<file path="src/cpa_pkg.sv">
/*
  Package for the client port alarm control block: register map, field
  layouts, reset values and timing constants.
  Assumes a 125 MHz system clock and a classic Wishbone register bus.
*/
package cpa_pkg;

  localparam int unsigned CLK_HZ = 125_000_000;

  // Register byte offsets
  localparam logic [7:0] REG_CTRL = 8'h00;
  localparam logic [7:0] REG_SOAK = 8'h04;
  localparam logic [7:0] REG_MAX_FRAME = 8'h08;
  localparam logic [7:0] REG_AUTH_THR = 8'h0C;
  localparam logic [7:0] REG_STATE = 8'h10;
  localparam logic [7:0] REG_OVERSIZE_CNT = 8'h14;
  localparam logic [7:0] REG_SEQ_MISMATCH_CNT = 8'h18;
  localparam logic [7:0] REG_AUTH_ERR_CNT = 8'h1C;
  localparam logic [7:0] REG_IRQ_STATUS = 8'h20;
  localparam logic [7:0] REG_IRQ_ENABLE = 8'h24;
  localparam logic [7:0] REG_IRQ_CLEAR = 8'h28;

  // Control register fields
  localparam int CTRL_SHUTDOWN_MODE_LSB = 0;
  localparam int CTRL_RESTART_BIT = 2;
  localparam int CTRL_ADMIN_LSB = 4;
  localparam int CTRL_NEAR_AUTH_BIT = 8;
  localparam int CTRL_FAR_AUTH_BIT = 9;

  // Interrupt bit positions
  localparam int IRQ_LASER_OFF = 0;
  localparam int IRQ_IN_SERVICE = 1;
  localparam int IRQ_OVERSIZE = 2;
  localparam int IRQ_AUTH_ALARM = 3;
  localparam int IRQ_SEQ_MISMATCH = 4;
  localparam int IRQ_W = 5;

  // Soak: 0..48 h in 15 minute steps
  localparam int unsigned SOAK_STEP_MIN = 15;
  localparam int unsigned SOAK_MAX_HOURS = 48;
  localparam logic [7:0] SOAK_MAX_STEPS = 8'(SOAK_MAX_HOURS * 60 / SOAK_STEP_MIN);
  localparam longint unsigned SOAK_STEP_CYCLES =
    longint'(SOAK_STEP_MIN) * 60 * CLK_HZ;
  localparam logic [7:0] SOAK_RESET = 8'h00;

  // Frame size limits in bytes
  localparam logic [13:0] MAX_FRAME_MIN = 14'd64;
  localparam logic [13:0] MAX_FRAME_MAX = 14'd9700;
  localparam logic [13:0] MAX_FRAME_RESET = 14'd1548;

  // Authentication alarm
  localparam logic [8:0] AUTH_THR_MIN = 9'd1;
  localparam logic [8:0] AUTH_THR_MAX = 9'd500;
  localparam logic [8:0] AUTH_THR_RESET = 9'd1;
  localparam int unsigned AUTH_WINDOW_S = 10;
  localparam longint unsigned AUTH_WINDOW_CYCLES =
    longint'(AUTH_WINDOW_S) * CLK_HZ;

  localparam logic [31:0] CNT_RESET = 32'h0000_0000;

  typedef enum logic [1:0] {
    SHUTDOWN_DISABLED = 2'b00,
    SHUTDOWN_MANUAL = 2'b01,
    SHUTDOWN_MANUAL_TEST = 2'b10
  } cpa_shutdown_type;

  typedef enum logic [1:0] {
    ADMIN_IN_SERVICE = 2'b00,
    ADMIN_OUT_OF_SERVICE = 2'b01,
    ADMIN_MAINTENANCE = 2'b10,
    ADMIN_AUTO_IN_SERVICE = 2'b11
  } cpa_admin_type;

  typedef enum logic [1:0] {
    SVC_OUT_OF_SERVICE = 2'b00,
    SVC_SOAKING = 2'b01,
    SVC_IN_SERVICE = 2'b10
  } cpa_svc_type;

endpackage : cpa_pkg

</file>
<file path="src/cpa_sync.sv">
/*
  Two flip-flop synchroniser for one level from outside the clock domain.
  Assumes reset is already synchronous to i_clk on release.
*/
`timescale 1ns/1ps
module cpa_sync (
  input wire logic i_clk,
  input wire logic i_rst_n,
  input wire logic i_d,
  output logic o_q
);
  typedef struct packed {
    logic meta;
    logic sync;
  } cpa_sync_type;

  cpa_sync_type s_q;
  cpa_sync_type s_d;

  always_comb begin
    s_d.meta = i_d;
    s_d.sync = s_q.meta;
  end

  always_ff @(posedge i_clk or negedge i_rst_n) begin
    if (!i_rst_n) begin
      s_q <= '0;
    end else begin
      s_q <= s_d;
    end
  end

  assign o_q = s_q.sync;
endmodule : cpa_sync

</file>
<file path="src/cpa_tick.sv">
/*
  Free running period counter giving a one-cycle tick every PERIOD
  enabled cycles. Assumes PERIOD of at least one.
*/
`timescale 1ns/1ps
module cpa_tick #(
  parameter longint unsigned PERIOD = 64'd125_000_000
) (
  input wire logic i_clk,
  input wire logic i_rst_n,
  input wire logic i_ce,
  input wire logic i_clear,
  output logic o_tick
);
  typedef struct packed {
    logic [39:0] cnt;
    logic tick;
  } cpa_tick_type;

  cpa_tick_type s_q;
  cpa_tick_type s_d;

  always_comb begin
    s_d = s_q;
    s_d.tick = 1'b0;
    if (i_clear) begin
      s_d.cnt = '0;
    end else if (s_q.cnt == 40'(PERIOD - 1)) begin
      s_d.cnt = '0;
      s_d.tick = 1'b1;
    end else begin
      s_d.cnt = s_q.cnt + 40'd1;
    end
  end

  always_ff @(posedge i_clk or negedge i_rst_n) begin
    if (!i_rst_n) begin
      s_q <= '0;
    end else if (i_ce) begin
      s_q <= s_d;
    end
  end

  assign o_tick = s_q.tick;
endmodule : cpa_tick

</file>
<file path="src/cpa_top.sv">
/*
  Client port control and alarm logic: laser shutdown, in-service soak,
  frame size check, payload authentication alarm and sequence mismatch
  counting, with a classic Wishbone register slave and one interrupt.
  Assumes frame and event strobes come from logic on i_clk; the loss of
  signal and peer authentication levels come from pins.
// Summary of operation
// With shutdown disabled, the default, the laser stays on always.
// In manual restart mode, outage or loss of signal turns laser off.
// After such a shutdown the laser stays off until a restart command.
// A test restart command turns the laser back on while shut down.
// While soaking, continuous valid input for the soak time gives IS.
// The soak time is 0 to 48 hours in 15 minute steps.
// Frames above the programmed size, 64 to 9700 default 1548, fail.
// Software locks the port before changing the maximum frame size.
// The auth alarm threshold is 1 to 500 and resets to 1.
// Auth alarm rises when errors in a 10 second window exceed it.
// Auth alarm is suppressed unless auth is enabled at both ends.
// Each packet sequence number mismatch is counted per port.
// Oversize frames are discarded and counted.
*/
`timescale 1ns/1ps
module cpa_top
  import cpa_pkg::*;
#(
  parameter longint unsigned SOAK_STEP_CYC = cpa_pkg::SOAK_STEP_CYCLES,
  parameter longint unsigned AUTH_WIN_CYC = cpa_pkg::AUTH_WINDOW_CYCLES
) (
  input wire logic i_clk,
  input wire logic i_rst_n,
  input wire logic i_ce,
  // Wishbone classic slave
  input wire logic i_wb_cyc,
  input wire logic i_wb_stb,
  input wire logic i_wb_we,
  input wire logic [7:0] i_wb_adr,
  input wire logic [3:0] i_wb_sel,
  input wire logic [31:0] i_wb_dat,
  output logic [31:0] o_wb_dat,
  output logic o_wb_ack,
  // Client link status
  input wire logic i_loss_of_input_signal,
  input wire logic i_traffic_outage,
  input wire logic i_far_auth_enable,
  // Frame check, same clock domain
  input wire logic i_frame_end,
  input wire logic [13:0] i_frame_len,
  output logic o_frame_accept,
  output logic o_frame_discard,
  // Encryption events, same clock domain
  input wire logic i_auth_error,
  input wire logic i_packet_sequence_number_mismatch,
  // Outputs
  output logic o_laser_on,
  output cpa_pkg::cpa_svc_type o_service_state,
  output logic o_auth_alarm,
  output logic o_irq
);
  import cpa_pkg::*;

  typedef struct packed {
    cpa_shutdown_type shutdown_mode;
    cpa_admin_type admin;
    logic near_auth;
    logic [7:0] soak_steps;
    logic [13:0] max_frame;
    logic [8:0] auth_thr;
    logic laser_off;
    cpa_svc_type svc;
    logic [7:0] soak_cnt;
    logic [31:0] oversize_cnt;
    logic [31:0] seq_cnt;
    logic [31:0] auth_win_cnt;
    logic [31:0] auth_last_cnt;
    logic auth_alarm;
    logic [IRQ_W-1:0] irq_status;
    logic [IRQ_W-1:0] irq_enable;
    logic [31:0] rd_dat;
    logic ack;
    logic frame_accept;
    logic frame_discard;
  } cpa_state_type;

  cpa_state_type s_q;
  cpa_state_type s_d;
  // Reset sync kept apart, it has its own reset
  logic [1:0] rst_sync_q;
  logic rst_n_int;
  logic los_s;
  logic outage_s;
  logic far_auth_s;
  logic soak_tick;
  logic auth_tick;
  logic soak_clear;
  logic wb_req;
  logic wb_wr;
  logic [IRQ_W-1:0] irq_set;
  logic [IRQ_W-1:0] irq_clr;
  logic signal_bad;

  // Reset release through two flops
  always_ff @(posedge i_clk or negedge i_rst_n) begin
    if (!i_rst_n) begin
      rst_sync_q <= 2'b00;
    end else begin
      rst_sync_q <= {rst_sync_q[0], 1'b1};
    end
  end
  assign rst_n_int = rst_sync_q[1];

  cpa_sync u_sync_los (
    .i_clk(i_clk),
    .i_rst_n(rst_n_int),
    .i_d(i_loss_of_input_signal),
    .o_q(los_s)
  );
  cpa_sync u_sync_outage (
    .i_clk(i_clk),
    .i_rst_n(rst_n_int),
    .i_d(i_traffic_outage),
    .o_q(outage_s)
  );
  cpa_sync u_sync_far (
    .i_clk(i_clk),
    .i_rst_n(rst_n_int),
    .i_d(i_far_auth_enable),
    .o_q(far_auth_s)
  );

  cpa_tick #(.PERIOD(SOAK_STEP_CYC)) u_soak_tick (
    .i_clk(i_clk),
    .i_rst_n(rst_n_int),
    .i_ce(i_ce),
    .i_clear(soak_clear),
    .o_tick(soak_tick)
  );
  cpa_tick #(.PERIOD(AUTH_WIN_CYC)) u_auth_tick (
    .i_clk(i_clk),
    .i_rst_n(rst_n_int),
    .i_ce(i_ce),
    .i_clear(1'b0),
    .o_tick(auth_tick)
  );

  assign signal_bad = los_s | outage_s;
  assign soak_clear = signal_bad || s_q.svc != SVC_SOAKING;
  assign wb_req = i_wb_cyc && i_wb_stb && !s_q.ack;
  assign wb_wr = wb_req && i_wb_we;

  always_comb begin
    s_d = s_q;
    irq_set = '0;
    irq_clr = '0;
    s_d.ack = wb_req;
    s_d.frame_accept = 1'b0;
    s_d.frame_discard = 1'b0;

    // Register writes per byte lane; max frame and auth threshold need lanes 0 and 1 both
    if (wb_wr) begin
      case (i_wb_adr)
        REG_CTRL: begin
          if (i_wb_sel[0]) begin
            s_d.shutdown_mode =
              cpa_shutdown_type'(i_wb_dat[CTRL_SHUTDOWN_MODE_LSB +: 2]);
            s_d.admin = cpa_admin_type'(i_wb_dat[CTRL_ADMIN_LSB +: 2]);
            // Explicit restart
            if (i_wb_dat[CTRL_RESTART_BIT]) begin
              s_d.laser_off = 1'b0;
            end
          end
          if (i_wb_sel[1]) begin
            s_d.near_auth = i_wb_dat[CTRL_NEAR_AUTH_BIT];
          end
        end
        REG_SOAK: begin
          // Clamp to 48 hours
          if (i_wb_sel[0]) begin
            s_d.soak_steps = (i_wb_dat[7:0] > SOAK_MAX_STEPS) ?
              SOAK_MAX_STEPS : i_wb_dat[7:0];
          end
        end
        REG_MAX_FRAME: begin
          // Only while locked
          if (&i_wb_sel[1:0] && s_q.admin == ADMIN_OUT_OF_SERVICE) begin
            // Clamp into range
            if (i_wb_dat[13:0] < MAX_FRAME_MIN) begin
              s_d.max_frame = MAX_FRAME_MIN;
            end else if (i_wb_dat[13:0] > MAX_FRAME_MAX) begin
              s_d.max_frame = MAX_FRAME_MAX;
            end else begin
              s_d.max_frame = i_wb_dat[13:0];
            end
          end
        end
        REG_AUTH_THR: begin
          // Clamp 1..500
          if (&i_wb_sel[1:0]) begin
            if (i_wb_dat[15:0] > 16'(AUTH_THR_MAX)) begin
              s_d.auth_thr = AUTH_THR_MAX;
            end else if (i_wb_dat[8:0] < AUTH_THR_MIN) begin
              s_d.auth_thr = AUTH_THR_MIN;
            end else begin
              s_d.auth_thr = i_wb_dat[8:0];
            end
          end
        end
        REG_IRQ_ENABLE: begin
          if (i_wb_sel[0]) begin
            s_d.irq_enable = i_wb_dat[IRQ_W-1:0];
          end
        end
        REG_IRQ_CLEAR: begin
          if (i_wb_sel[0]) begin
            irq_clr = i_wb_dat[IRQ_W-1:0];
          end
        end
        default: begin
        end
      endcase
    end

    // Laser control
    case (s_q.shutdown_mode)
      SHUTDOWN_MANUAL: begin
        // Shut down on outage
        if (signal_bad && !s_q.laser_off) begin
          s_d.laser_off = 1'b1;
          irq_set[IRQ_LASER_OFF] = 1'b1;
        end
      end
      SHUTDOWN_MANUAL_TEST: begin
        // Test restart
        s_d.laser_off = 1'b0;
      end
      SHUTDOWN_DISABLED: begin
        // Laser kept on
        s_d.laser_off = 1'b0;
      end
      default: begin
        s_d.laser_off = 1'b0;
      end
    endcase

    // Service state
    case (s_q.admin)
      ADMIN_AUTO_IN_SERVICE: begin
        case (s_q.svc)
          SVC_IN_SERVICE: begin
            s_d.svc = SVC_IN_SERVICE;
          end
          SVC_SOAKING: begin
            // Soak complete
            if (signal_bad) begin
              s_d.soak_cnt = '0;
            end else if (s_q.soak_cnt >= s_q.soak_steps) begin
              s_d.svc = SVC_IN_SERVICE;
              irq_set[IRQ_IN_SERVICE] = 1'b1;
            end else if (soak_tick) begin
              s_d.soak_cnt = s_q.soak_cnt + 8'd1;
            end
          end
          default: begin
            s_d.svc = SVC_SOAKING;
            s_d.soak_cnt = '0;
          end
        endcase
      end
      ADMIN_IN_SERVICE: begin
        s_d.svc = SVC_IN_SERVICE;
      end
      default: begin
        s_d.svc = SVC_OUT_OF_SERVICE;
        s_d.soak_cnt = '0;
      end
    endcase

    // Size check per frame
    if (i_frame_end) begin
      if (i_frame_len > s_q.max_frame) begin
        // Discard and count
        s_d.frame_discard = 1'b1;
        s_d.oversize_cnt = s_q.oversize_cnt + 32'd1;
        irq_set[IRQ_OVERSIZE] = 1'b1;
      end else begin
        s_d.frame_accept = 1'b1;
      end
    end

    // Sequence mismatch count
    if (i_packet_sequence_number_mismatch) begin
      s_d.seq_cnt = s_q.seq_cnt + 32'd1;
      irq_set[IRQ_SEQ_MISMATCH] = 1'b1;
    end

    // Ten second window
    if (auth_tick) begin
      s_d.auth_last_cnt = s_q.auth_win_cnt + {31'd0, i_auth_error};
      s_d.auth_win_cnt = '0;
      // Both ends enabled only
      s_d.auth_alarm = s_q.near_auth && far_auth_s &&
        (s_d.auth_last_cnt > 32'(s_q.auth_thr));
      if (s_d.auth_alarm) begin
        irq_set[IRQ_AUTH_ALARM] = 1'b1;
      end
    end else if (i_auth_error && s_q.auth_win_cnt != 32'hFFFF_FFFF) begin
      s_d.auth_win_cnt = s_q.auth_win_cnt + 32'd1;
    end
    // Drop alarm if one end disables
    if (!(s_q.near_auth && far_auth_s)) begin
      s_d.auth_alarm = 1'b0;
    end

    // Set wins over clear
    s_d.irq_status = (s_q.irq_status & ~irq_clr) | irq_set;

    // Read data
    s_d.rd_dat = '0;
    if (wb_req && !i_wb_we) begin
      case (i_wb_adr)
        REG_CTRL: begin
          s_d.rd_dat[CTRL_SHUTDOWN_MODE_LSB +: 2] = s_q.shutdown_mode;
          s_d.rd_dat[CTRL_ADMIN_LSB +: 2] = s_q.admin;
          s_d.rd_dat[CTRL_NEAR_AUTH_BIT] = s_q.near_auth;
          s_d.rd_dat[CTRL_FAR_AUTH_BIT] = far_auth_s;
        end
        REG_SOAK: s_d.rd_dat[7:0] = s_q.soak_steps;
        REG_MAX_FRAME: s_d.rd_dat[13:0] = s_q.max_frame;
        REG_AUTH_THR: s_d.rd_dat[8:0] = s_q.auth_thr;
        REG_STATE: begin
          s_d.rd_dat[0] = ~s_q.laser_off;
          s_d.rd_dat[2:1] = s_q.svc;
          s_d.rd_dat[3] = s_q.auth_alarm;
          s_d.rd_dat[4] = los_s;
          s_d.rd_dat[5] = outage_s;
          s_d.rd_dat[15:8] = s_q.soak_cnt;
        end
        REG_OVERSIZE_CNT: s_d.rd_dat = s_q.oversize_cnt;
        REG_SEQ_MISMATCH_CNT: s_d.rd_dat = s_q.seq_cnt;
        REG_AUTH_ERR_CNT: s_d.rd_dat = s_q.auth_last_cnt;
        REG_IRQ_STATUS: s_d.rd_dat[IRQ_W-1:0] = s_q.irq_status;
        REG_IRQ_ENABLE: s_d.rd_dat[IRQ_W-1:0] = s_q.irq_enable;
        default: s_d.rd_dat = '0;
      endcase
    end
  end

  always_ff @(posedge i_clk or negedge rst_n_int) begin
    if (!rst_n_int) begin
      s_q.shutdown_mode <= SHUTDOWN_DISABLED;
      s_q.admin <= ADMIN_OUT_OF_SERVICE;
      s_q.near_auth <= 1'b0;
      s_q.soak_steps <= SOAK_RESET;
      s_q.max_frame <= MAX_FRAME_RESET;
      s_q.auth_thr <= AUTH_THR_RESET;
      s_q.laser_off <= 1'b0;
      s_q.svc <= SVC_OUT_OF_SERVICE;
      s_q.soak_cnt <= '0;
      s_q.oversize_cnt <= CNT_RESET;
      s_q.seq_cnt <= CNT_RESET;
      s_q.auth_win_cnt <= CNT_RESET;
      s_q.auth_last_cnt <= CNT_RESET;
      s_q.auth_alarm <= 1'b0;
      s_q.irq_status <= '0;
      s_q.irq_enable <= '0;
      s_q.rd_dat <= '0;
      s_q.ack <= 1'b0;
      s_q.frame_accept <= 1'b0;
      s_q.frame_discard <= 1'b0;
    end else if (i_ce) begin
      s_q.shutdown_mode <= s_d.shutdown_mode;
      s_q.admin <= s_d.admin;
      s_q.near_auth <= s_d.near_auth;
      s_q.soak_steps <= s_d.soak_steps;
      s_q.max_frame <= s_d.max_frame;
      s_q.auth_thr <= s_d.auth_thr;
      s_q.laser_off <= s_d.laser_off;
      s_q.svc <= s_d.svc;
      s_q.soak_cnt <= s_d.soak_cnt;
      s_q.oversize_cnt <= s_d.oversize_cnt;
      s_q.seq_cnt <= s_d.seq_cnt;
      s_q.auth_win_cnt <= s_d.auth_win_cnt;
      s_q.auth_last_cnt <= s_d.auth_last_cnt;
      s_q.auth_alarm <= s_d.auth_alarm;
      s_q.irq_status <= s_d.irq_status;
      s_q.irq_enable <= s_d.irq_enable;
      s_q.rd_dat <= s_d.rd_dat;
      s_q.ack <= s_d.ack;
      s_q.frame_accept <= s_d.frame_accept;
      s_q.frame_discard <= s_d.frame_discard;
    end
  end

  assign o_wb_dat = s_q.rd_dat;
  assign o_wb_ack = s_q.ack;
  assign o_laser_on = ~s_q.laser_off;
  assign o_service_state = s_q.svc;
  assign o_auth_alarm = s_q.auth_alarm;
  assign o_frame_accept = s_q.frame_accept;
  assign o_frame_discard = s_q.frame_discard;
  assign o_irq = |(s_q.irq_status & s_q.irq_enable);
endmodule : cpa_top
</file>
<file path="config.mk">
export PLATFORM = sky130hd
export DESIGN_NAME = cpa_top
export DESIGN_NICKNAME = d
export VERILOG_FILES = /design/src/cpa_pkg.sv /design/src/cpa_sync.sv /design/src/cpa_tick.sv /design/src/cpa_top.sv
export SDC_FILE = /design/constraint.sdc
export NUM_CORES = 1
export LEC_CHECK = 0
export BUFFER_PORTS_ARGS = -buffer_cell sky130_fd_sc_hd__buf_4
export CAP_MARGIN = 10
export CORE_UTILIZATION = 35
export DETAILED_ROUTE_END_ITERATION = 16
export SLEW_MARGIN = 20
export SYNTH_ARGS = -nofsm -noshare
export SYNTH_HDL_FRONTEND = slang
export SYNTH_SLANG_ARGS = --single-unit
</file>
<file path="constraint.sdc">
create_clock -name i_clk -period 29.2 [get_ports i_clk]
set_input_delay 5.84 -clock i_clk [delete_from_list [all_inputs] [get_ports i_clk]]
set_output_delay 5.84 -clock i_clk [all_outputs]
set_load 0.02 [all_outputs]
</file>
==> results of run 1 <==
## cell usage after synthesis, types with 6 or more instances
cell and number:
nor2_1 148, ha_1 44, a221oi_1 6, dfstp_2 6
nand2b_1 13, a21o_1 18, or3_1 9, nand4_1 62
nor4_1 22, buf_2 24, o21ai_0 84, mux2_2 24
and4_1 11, and2_1 7, nor3_1 32, xnor2_1 104
a31oi_1 6, nor2b_1 8, o2bb2ai_1 34, mux2i_1 10
a222oi_1 7, and3_1 36, nand3_1 80, xor2_1 94
a22oi_1 29, a22o_1 7, a211oi_1 7, buf_4 35
nand2_1 215, inv_1 61, dfrtp_1 305, a21oi_1 40
clkbuf_1 44
## final cells by class
type	instances	area, um2	area share (%)
Multi-Input combinational cell	1255	8230	43.5
Tap cell	607	759	4.01
Clock buffer	58	1090	5.78
Inverter	62	233	1.23
Clock inverter	7	67.6	0.357
Sequential cell	311	7790	41.2
Timing Repair Buffer	99	756	3.99
## flip-flops by register name (all words and copies together), names as in the netlist, 2 cells and up
| name | flops |
|---|---|
| o_service_state | 2 |
| s_q | 183 |
| u_auth_tick.s_q | 40 |
| u_soak_tick.s_q | 40 |
| o_wb_dat | 32 |
| rst_sync_q | 2 |
## stage by stage
step	worst slack, ps	total power [uW]	cells	util (%)	hold slack [ps]
2_1_floorplan	19900	560	1737	-	331
3_3_place_gp	19930	597	2334	37.8	304
3_5_place_dp	19870	602	2334	37.8	302
4_1_cts	20450	1060	2399	40.3	308
5_1_grt	20350	1090	2399	40.3	339
6_report	20510	1040	2399	40.3	283
## power by group through the flow
stage,logic [uW],clock network [uW],registers (uW)
6_report,109,449,486
5_1_grt,122,478,489
4_1_cts,110,462,485
3_5_place_dp,110,0,492
3_3_place_gp,106,0,491
2_1_floorplan,76.8,0,483
## routing by layer
metal,GRT usage (%),share of wire [%],vias up
li1,-,-,6134
met1,24.9,46,6392
met2,29.6,47,295
met3,3.40,5.1,78
met4,5.53,2.7,2
met5,0,0.039,-
## kinds of logic (layout without fill, tap and decap cells)
kind of cell / Yosys count / after routing / synth area share (%)
xor gates and xnor gates: 198 / 198 / 10.3
AOI/OAI and AO/OA: 277 / 277 / 11.2
DFF: 311 / 311 / 46.4
other: 1 / 1 / 0.0223
buffers and inverters: 171 / 226 / 4.79
muxes: 39 / 39 / 2.88
and+or+nand+nor: 696 / 696 / 21.1
adders and majority gates: 44 / 44 / 3.28
## worst reg2reg max path, cell delays in order, from the launching register on
cell	delay [ps]
dfrtp_1	430
ha_1	230
ha_1	200
nand3_1	230
nor2_1	200
xor2_1	250
ha_1	310
a21oi_1	150
a21boi_0	100
o311ai_0	610
o211ai_1	180
nor4_1	330
a31oi_1	220
a21o_1	210
## path summary, 6_finish.rpt
kind	slack, ps	to
setup / recovery	20510	s_q[43]
hold / removal	280	o_wb_dat[11]
setup reg to reg	25440	s_q[43]
hold reg to reg	280	o_wb_dat[11]
max in group asynchronous	24040	rst_sync_q[1]
min in group i_clk	350	u_sync_outage.o_q
==> flow_metrics.env, run 1 <==
export IMPL_first_pass_iters=7
export IMPL_cts_buffers=36
export IMPL_reg2reg_from="s_q[78]"
export IMPL_drt_iter0_drc=1087
export IMPL_p_int_uw=761
export IMPL_power_density_nw_per_um2=55.1
export IMPL_synth_nets=1851
export IMPL_grt_overflow=0
export IMPL_critPathKind="in -> reg"
export IMPL_ys_seq_area_share_pct=46.4
export IMPL_coreArea_um2=47000
export IMPL_hpwl_um=31700
export IMPL_finalCritPeriodShare_pct=29.8
export IMPL_initial_core_util_pct=35.8
export IMPL_synthFlopType="dfrtp_1"
export IMPL_grt_pass1_vias=13000
export IMPL_fp_dieW_um=221
export IMPL_ios=110
export IMPL_numClockSinks=311
export IMPL_avgSynthCellArea_um2=9.67
export IMPL_leakage_uw=0.00839
export IMPL_postRouteWirelength_um=44000
export IMPL_dieArea_um2=48900
export IMPL_design_area_um2=18900
export IMPL_synth_area_um2=16800
export IMPL_synth_async_sr_flop_share_pct=100
export IMPL_synth_area_leader_cell="dfrtp_1"
export IMPL_synth_cells=1737
export IMPL_period_minus_slack_ps=8690
export IMPL_grt_max_degree=166
export IMPL_cp_top_family="compound AO/OA/AOI/OAI gates"
export IMPL_vias=12900
export IMPL_synth_edf_count=0
export IMPL_insertion_delay_ps=550
export IMPL_max_clock_freq_mhz=115
export IMPL_synth_distinct_cells=76
export IMPL_drv_slew=0
export IMPL_nNetsFinal=1879
export IMPL_hold_path_class="reg -> async"
export IMPL_switching_power_uw=282
export IMPL_antenna_found_initial=1
export IMPL_status="completed"
export IMPL_critPathLaunch="i_auth_error"
export IMPL_cp_max_fo=6
export IMPL_setup_viol=0
export IMPL_grt_first_pass_wirelength_um=72000
export IMPL_fillCellCount=4576
export IMPL_cts_tree="done"
export IMPL_netlist_area_leader_share_pct=45.4
export IMPL_critical_path_max_stage_delay_ps=610
export IMPL_crit_path_end_kind="flop"
export IMPL_drc=0
export IMPL_ant_nets=0
export IMPL_vias_per_cell=5.38
export IMPL_slowest_stage="o311ai_0"
export IMPL_rsz0062_at_grt="no"
export IMPL_crit_arrival_ps=9130
export IMPL_p_sw_share_pct=27.0
export IMPL_dpl_cell_area_um2=17800
export IMPL_crit_chain="buf_4 > ha_1 > ha_1 > nand3_1 > nor2_1 > xor2_1 > ha_1 > a21oi_1 > a21boi_0 > o311ai_0 > o211ai_1 > nor4_1 > a31oi_1 > a21o_1"
export IMPL_slew_headroom_pct=28.2
export IMPL_rr_worst_depth=13
export IMPL_tightestPinTransition_ps=1070
export IMPL_hold_viol_final=0
export IMPL_comb_power_share_pct=10.4
export IMPL_crit_top_cell="ha_1"
export IMPL_final_common_cell="dfrtp_1"
export IMPL_die_y_um=221
export IMPL_ys_ff_latch=311
export IMPL_wire_per_inst_um=18.3
export IMPL_clkSlewWorstSetupHoldPaths_ps=60
export IMPL_gp_congestion=0.913
export IMPL_h_tree_depth=2
export IMPL_track_usage_pct=18.3
export IMPL_hold_buffers=0
export IMPL_clockBufferDepth=3
export IMPL_vdd_ir_drop_max_mv=0.0303
export IMPL_fp_row_count=79
export IMPL_drive_gt1_share_pct=12.6
export IMPL_path_depth=14
export IMPL_finClkSkew_ps=12.9
export IMPL_p_seq_share_pct=46.6
export IMPL_clkPwrFrac_pct=43.0
export IMPL_critical_path_startpoint_type="input port"
export IMPL_setup_tns_ps=0
export IMPL_cp_buffers_inverters=1
export IMPL_post_cts_resized=0
export IMPL_cp_data_required_time_ps=29640
export IMPL_synth_area_top_cells="dfrtp_1 45%, xnor2_1 5.4%, xor2_1 4.9%, nand2_1 4.8%, nor2_1 3.3%"
export IMPL_portBuffers=91
export IMPL_cts_setup_buffers=0
export IMPL_area_growth_pct=12.7
export IMPL_layout_common_cells="304 x dfrtp_1, 214 x nand2_1, 148 x nor2_1"
export IMPL_yosysWarnings=0
export IMPL_antenna_cells=0
export IMPL_drv_cap=0
export IMPL_root_buffer="clkbuf_16"
No activity file was read; power rests on OpenSTA's default activity.
==> run 2, diff against run 1 <==
- clock period: 29.2 -> 7.2 ns (I/O delays scaled with it)
==> flow_metrics.env, run 2 (same netlist as run 1, synthesis figures left out) <==
export IMPL_p_seq_share_pct=44.8
export IMPL_slowest_stage="nor2_1"
export IMPL_die_y_um=221
export IMPL_setup_viol=0
export IMPL_post_cts_resized=0
export IMPL_p_int_uw=3230
export IMPL_critical_path_max_stage_delay_ps=880
export IMPL_cp_data_required_time_ps=7610
export IMPL_leakage_uw=0.00842
export IMPL_coreArea_um2=47000
export IMPL_dieArea_um2=48900
export IMPL_hold_viol_final=0
export IMPL_antenna_cells=0
export IMPL_h_tree_depth=2
export IMPL_p_sw_share_pct=26.6
export IMPL_drc=0
export IMPL_drv_cap=0
export IMPL_ant_nets=0
export IMPL_rsz0062_at_grt="no"
export IMPL_track_usage_pct=18.4
export IMPL_layout_common_cells="304 x dfrtp_1, 214 x nand2_1, 148 x nor2_1"
export IMPL_rrSetupSlack_ps=3640
export IMPL_cp_max_fo=19
export IMPL_clockBufferDepth=3
export IMPL_finalHoldWorstSlack_ps=356
export IMPL_clkSlewWorstSetupHoldPaths_ps=60
export IMPL_area_growth_pct=13.3
export IMPL_cts_setup_buffers=0
export IMPL_largestRegisters="s_q: 183 flops, u_auth_tick.s_q: 40 flops, u_soak_tick.s_q: 40 flops"
export IMPL_hp_start="u_sync_los.s_d[0]"
export IMPL_hold_buffers=0
export IMPL_first_pass_iters=9
export IMPL_grt_max_degree=182
export IMPL_drive_gt1_share_pct=12.9
export IMPL_grt_pass1_vias=13000
export IMPL_crit_arrival_ps=4530
export IMPL_initial_core_util_pct=35.8
export IMPL_critPathKind="in -> reg"
export IMPL_cts_tree="done"
export IMPL_portBuffers=91
export IMPL_rr_worst_depth=13
export IMPL_nNetsFinal=1880
export IMPL_clkPwrFrac_pct=45.2
export IMPL_fp_row_count=79
export IMPL_vdd_ir_drop_max_mv=0.153
export IMPL_finalCritPeriodShare_pct=57.3
export IMPL_drv_slew=0
export IMPL_grt_first_pass_wirelength_um=72300
export IMPL_cts_buffers=38
export IMPL_power_density_nw_per_um2=231
export IMPL_vias_per_cell=5.32
export IMPL_max_clock_freq_mhz=243
export IMPL_critical_path_startpoint_type="input port"
export IMPL_fp_dieW_um=221
export IMPL_gp_congestion=0.905
export IMPL_ios=110
export IMPL_hold_path_class="reg -> reg"
export IMPL_period_minus_slack_ps=4120
export IMPL_grt_overflow=0
export IMPL_postRouteWirelength_um=44000
export IMPL_final_common_cell="dfrtp_1"
export IMPL_slew_headroom_pct=28.4
export IMPL_hold_end="u_sync_los.o_q"
export IMPL_hold_path_depth=0
export IMPL_wire_per_inst_um=18.4
export IMPL_crit_chain="buf_4 > nor4_4 > nand2_1 > nor2_1 > nand4_2 > a21oi_1 > and2b_1 > a22oi_1"
export IMPL_switching_power_uw=1170
export IMPL_comb_power_share_pct=10.0
export IMPL_tightestPinTransition_ps=1070
export IMPL_reg2reg_to="s_q[43]"
export IMPL_reg2reg_from="s_q[78]"
export IMPL_hpwl_um=31600
export IMPL_largest_register_ff_count=183
export IMPL_crit_path_end_kind="flop"
export IMPL_numClockSinks=311
export IMPL_vias=12800
export IMPL_setup_tns_ps=0
export IMPL_root_buffer="clkbuf_16"
export IMPL_status="completed"
export IMPL_largest_register="s_q"
export IMPL_antenna_found_initial=2
export IMPL_insertion_delay_ps=550
export IMPL_drt_iter0_drc=1080
export IMPL_finClkSkew_ps=20.3
==> run 2: cell count changes in the layout (fill, tap and decap cells not counted), sizes merged <==
cell / delta
inv: +1
buf: -1
bufinv: +4
clkbuf: -8
clkinv: +2
clkinvlp: +2
==> run 2: worst max-delay path by stage <==
stage                        from      endpoint  slack [ps]  depth (start not counted)
detailed placement   i_auth_error       s_q[43]        2460                         14
floorplan           rst_sync_q[1]  o_auth_alarm        2120                          0
finish                i_wb_adr[1]      s_q[200]        3080                          8
global placement     i_auth_error  o_auth_alarm        2510                         14
global route         i_auth_error       s_q[43]        2780                         14
CTS                  i_auth_error       s_q[43]        3030                         14
==> run 2: layout make-up <==
type	instances	area [um2]
Sequential cell	311	7790
Clock buffer	50	1060
Clock inverter	16	229
Timing Repair Buffer	98	748
Inverter	62	233
Tap cell	607	759
Fill cell	4545	27900
Multi-Input combinational cell	1255	8210
==> run 2: power groups by stage <==
stage | combinational [uW] | clock, uW | sequential, uW
after floorplan | 311 | 0 | 1960
after global placement | 425 | 0 | 2000
after detailed placement | 439 | 0 | 2000
after CTS | 440 | 2040 | 1970
after global routing | 491 | 2100 | 1980
final | 438 | 1990 | 1970
==> run 2: critical path: cells and delay by family <==
family,cells,cell delay [ps]
buffers and inverters,1,120
and+or+nand+nor,5,2420
AOI/OAI and AO/OA,2,550
==> run 2: through the flow <==
step	setup WS (ps)	area, um2	utilization (%)	instances	total power [uW]
floorplan	2120	16800	-	1737	2270
global placement	2510	17700	37.8	2333	2420
detailed placement	2460	17700	37.8	2333	2440
CTS	3030	19000	40.5	2399	4440
global route	2780	19000	40.5	2399	4580
finish	3080	19000	40.5	2399	4390
==> run 2: per-layer routing <==
metal / up-vias / global-route usage, % / routed length, um
met3: 61 / 3.73 / 2500
met4: 2 / 5.46 / 1050
met2: 289 / 29.6 / 20300
met5: - / 0 / 13
li1: 6120 / - / -
met1: 6295 / 25.0 / 20200
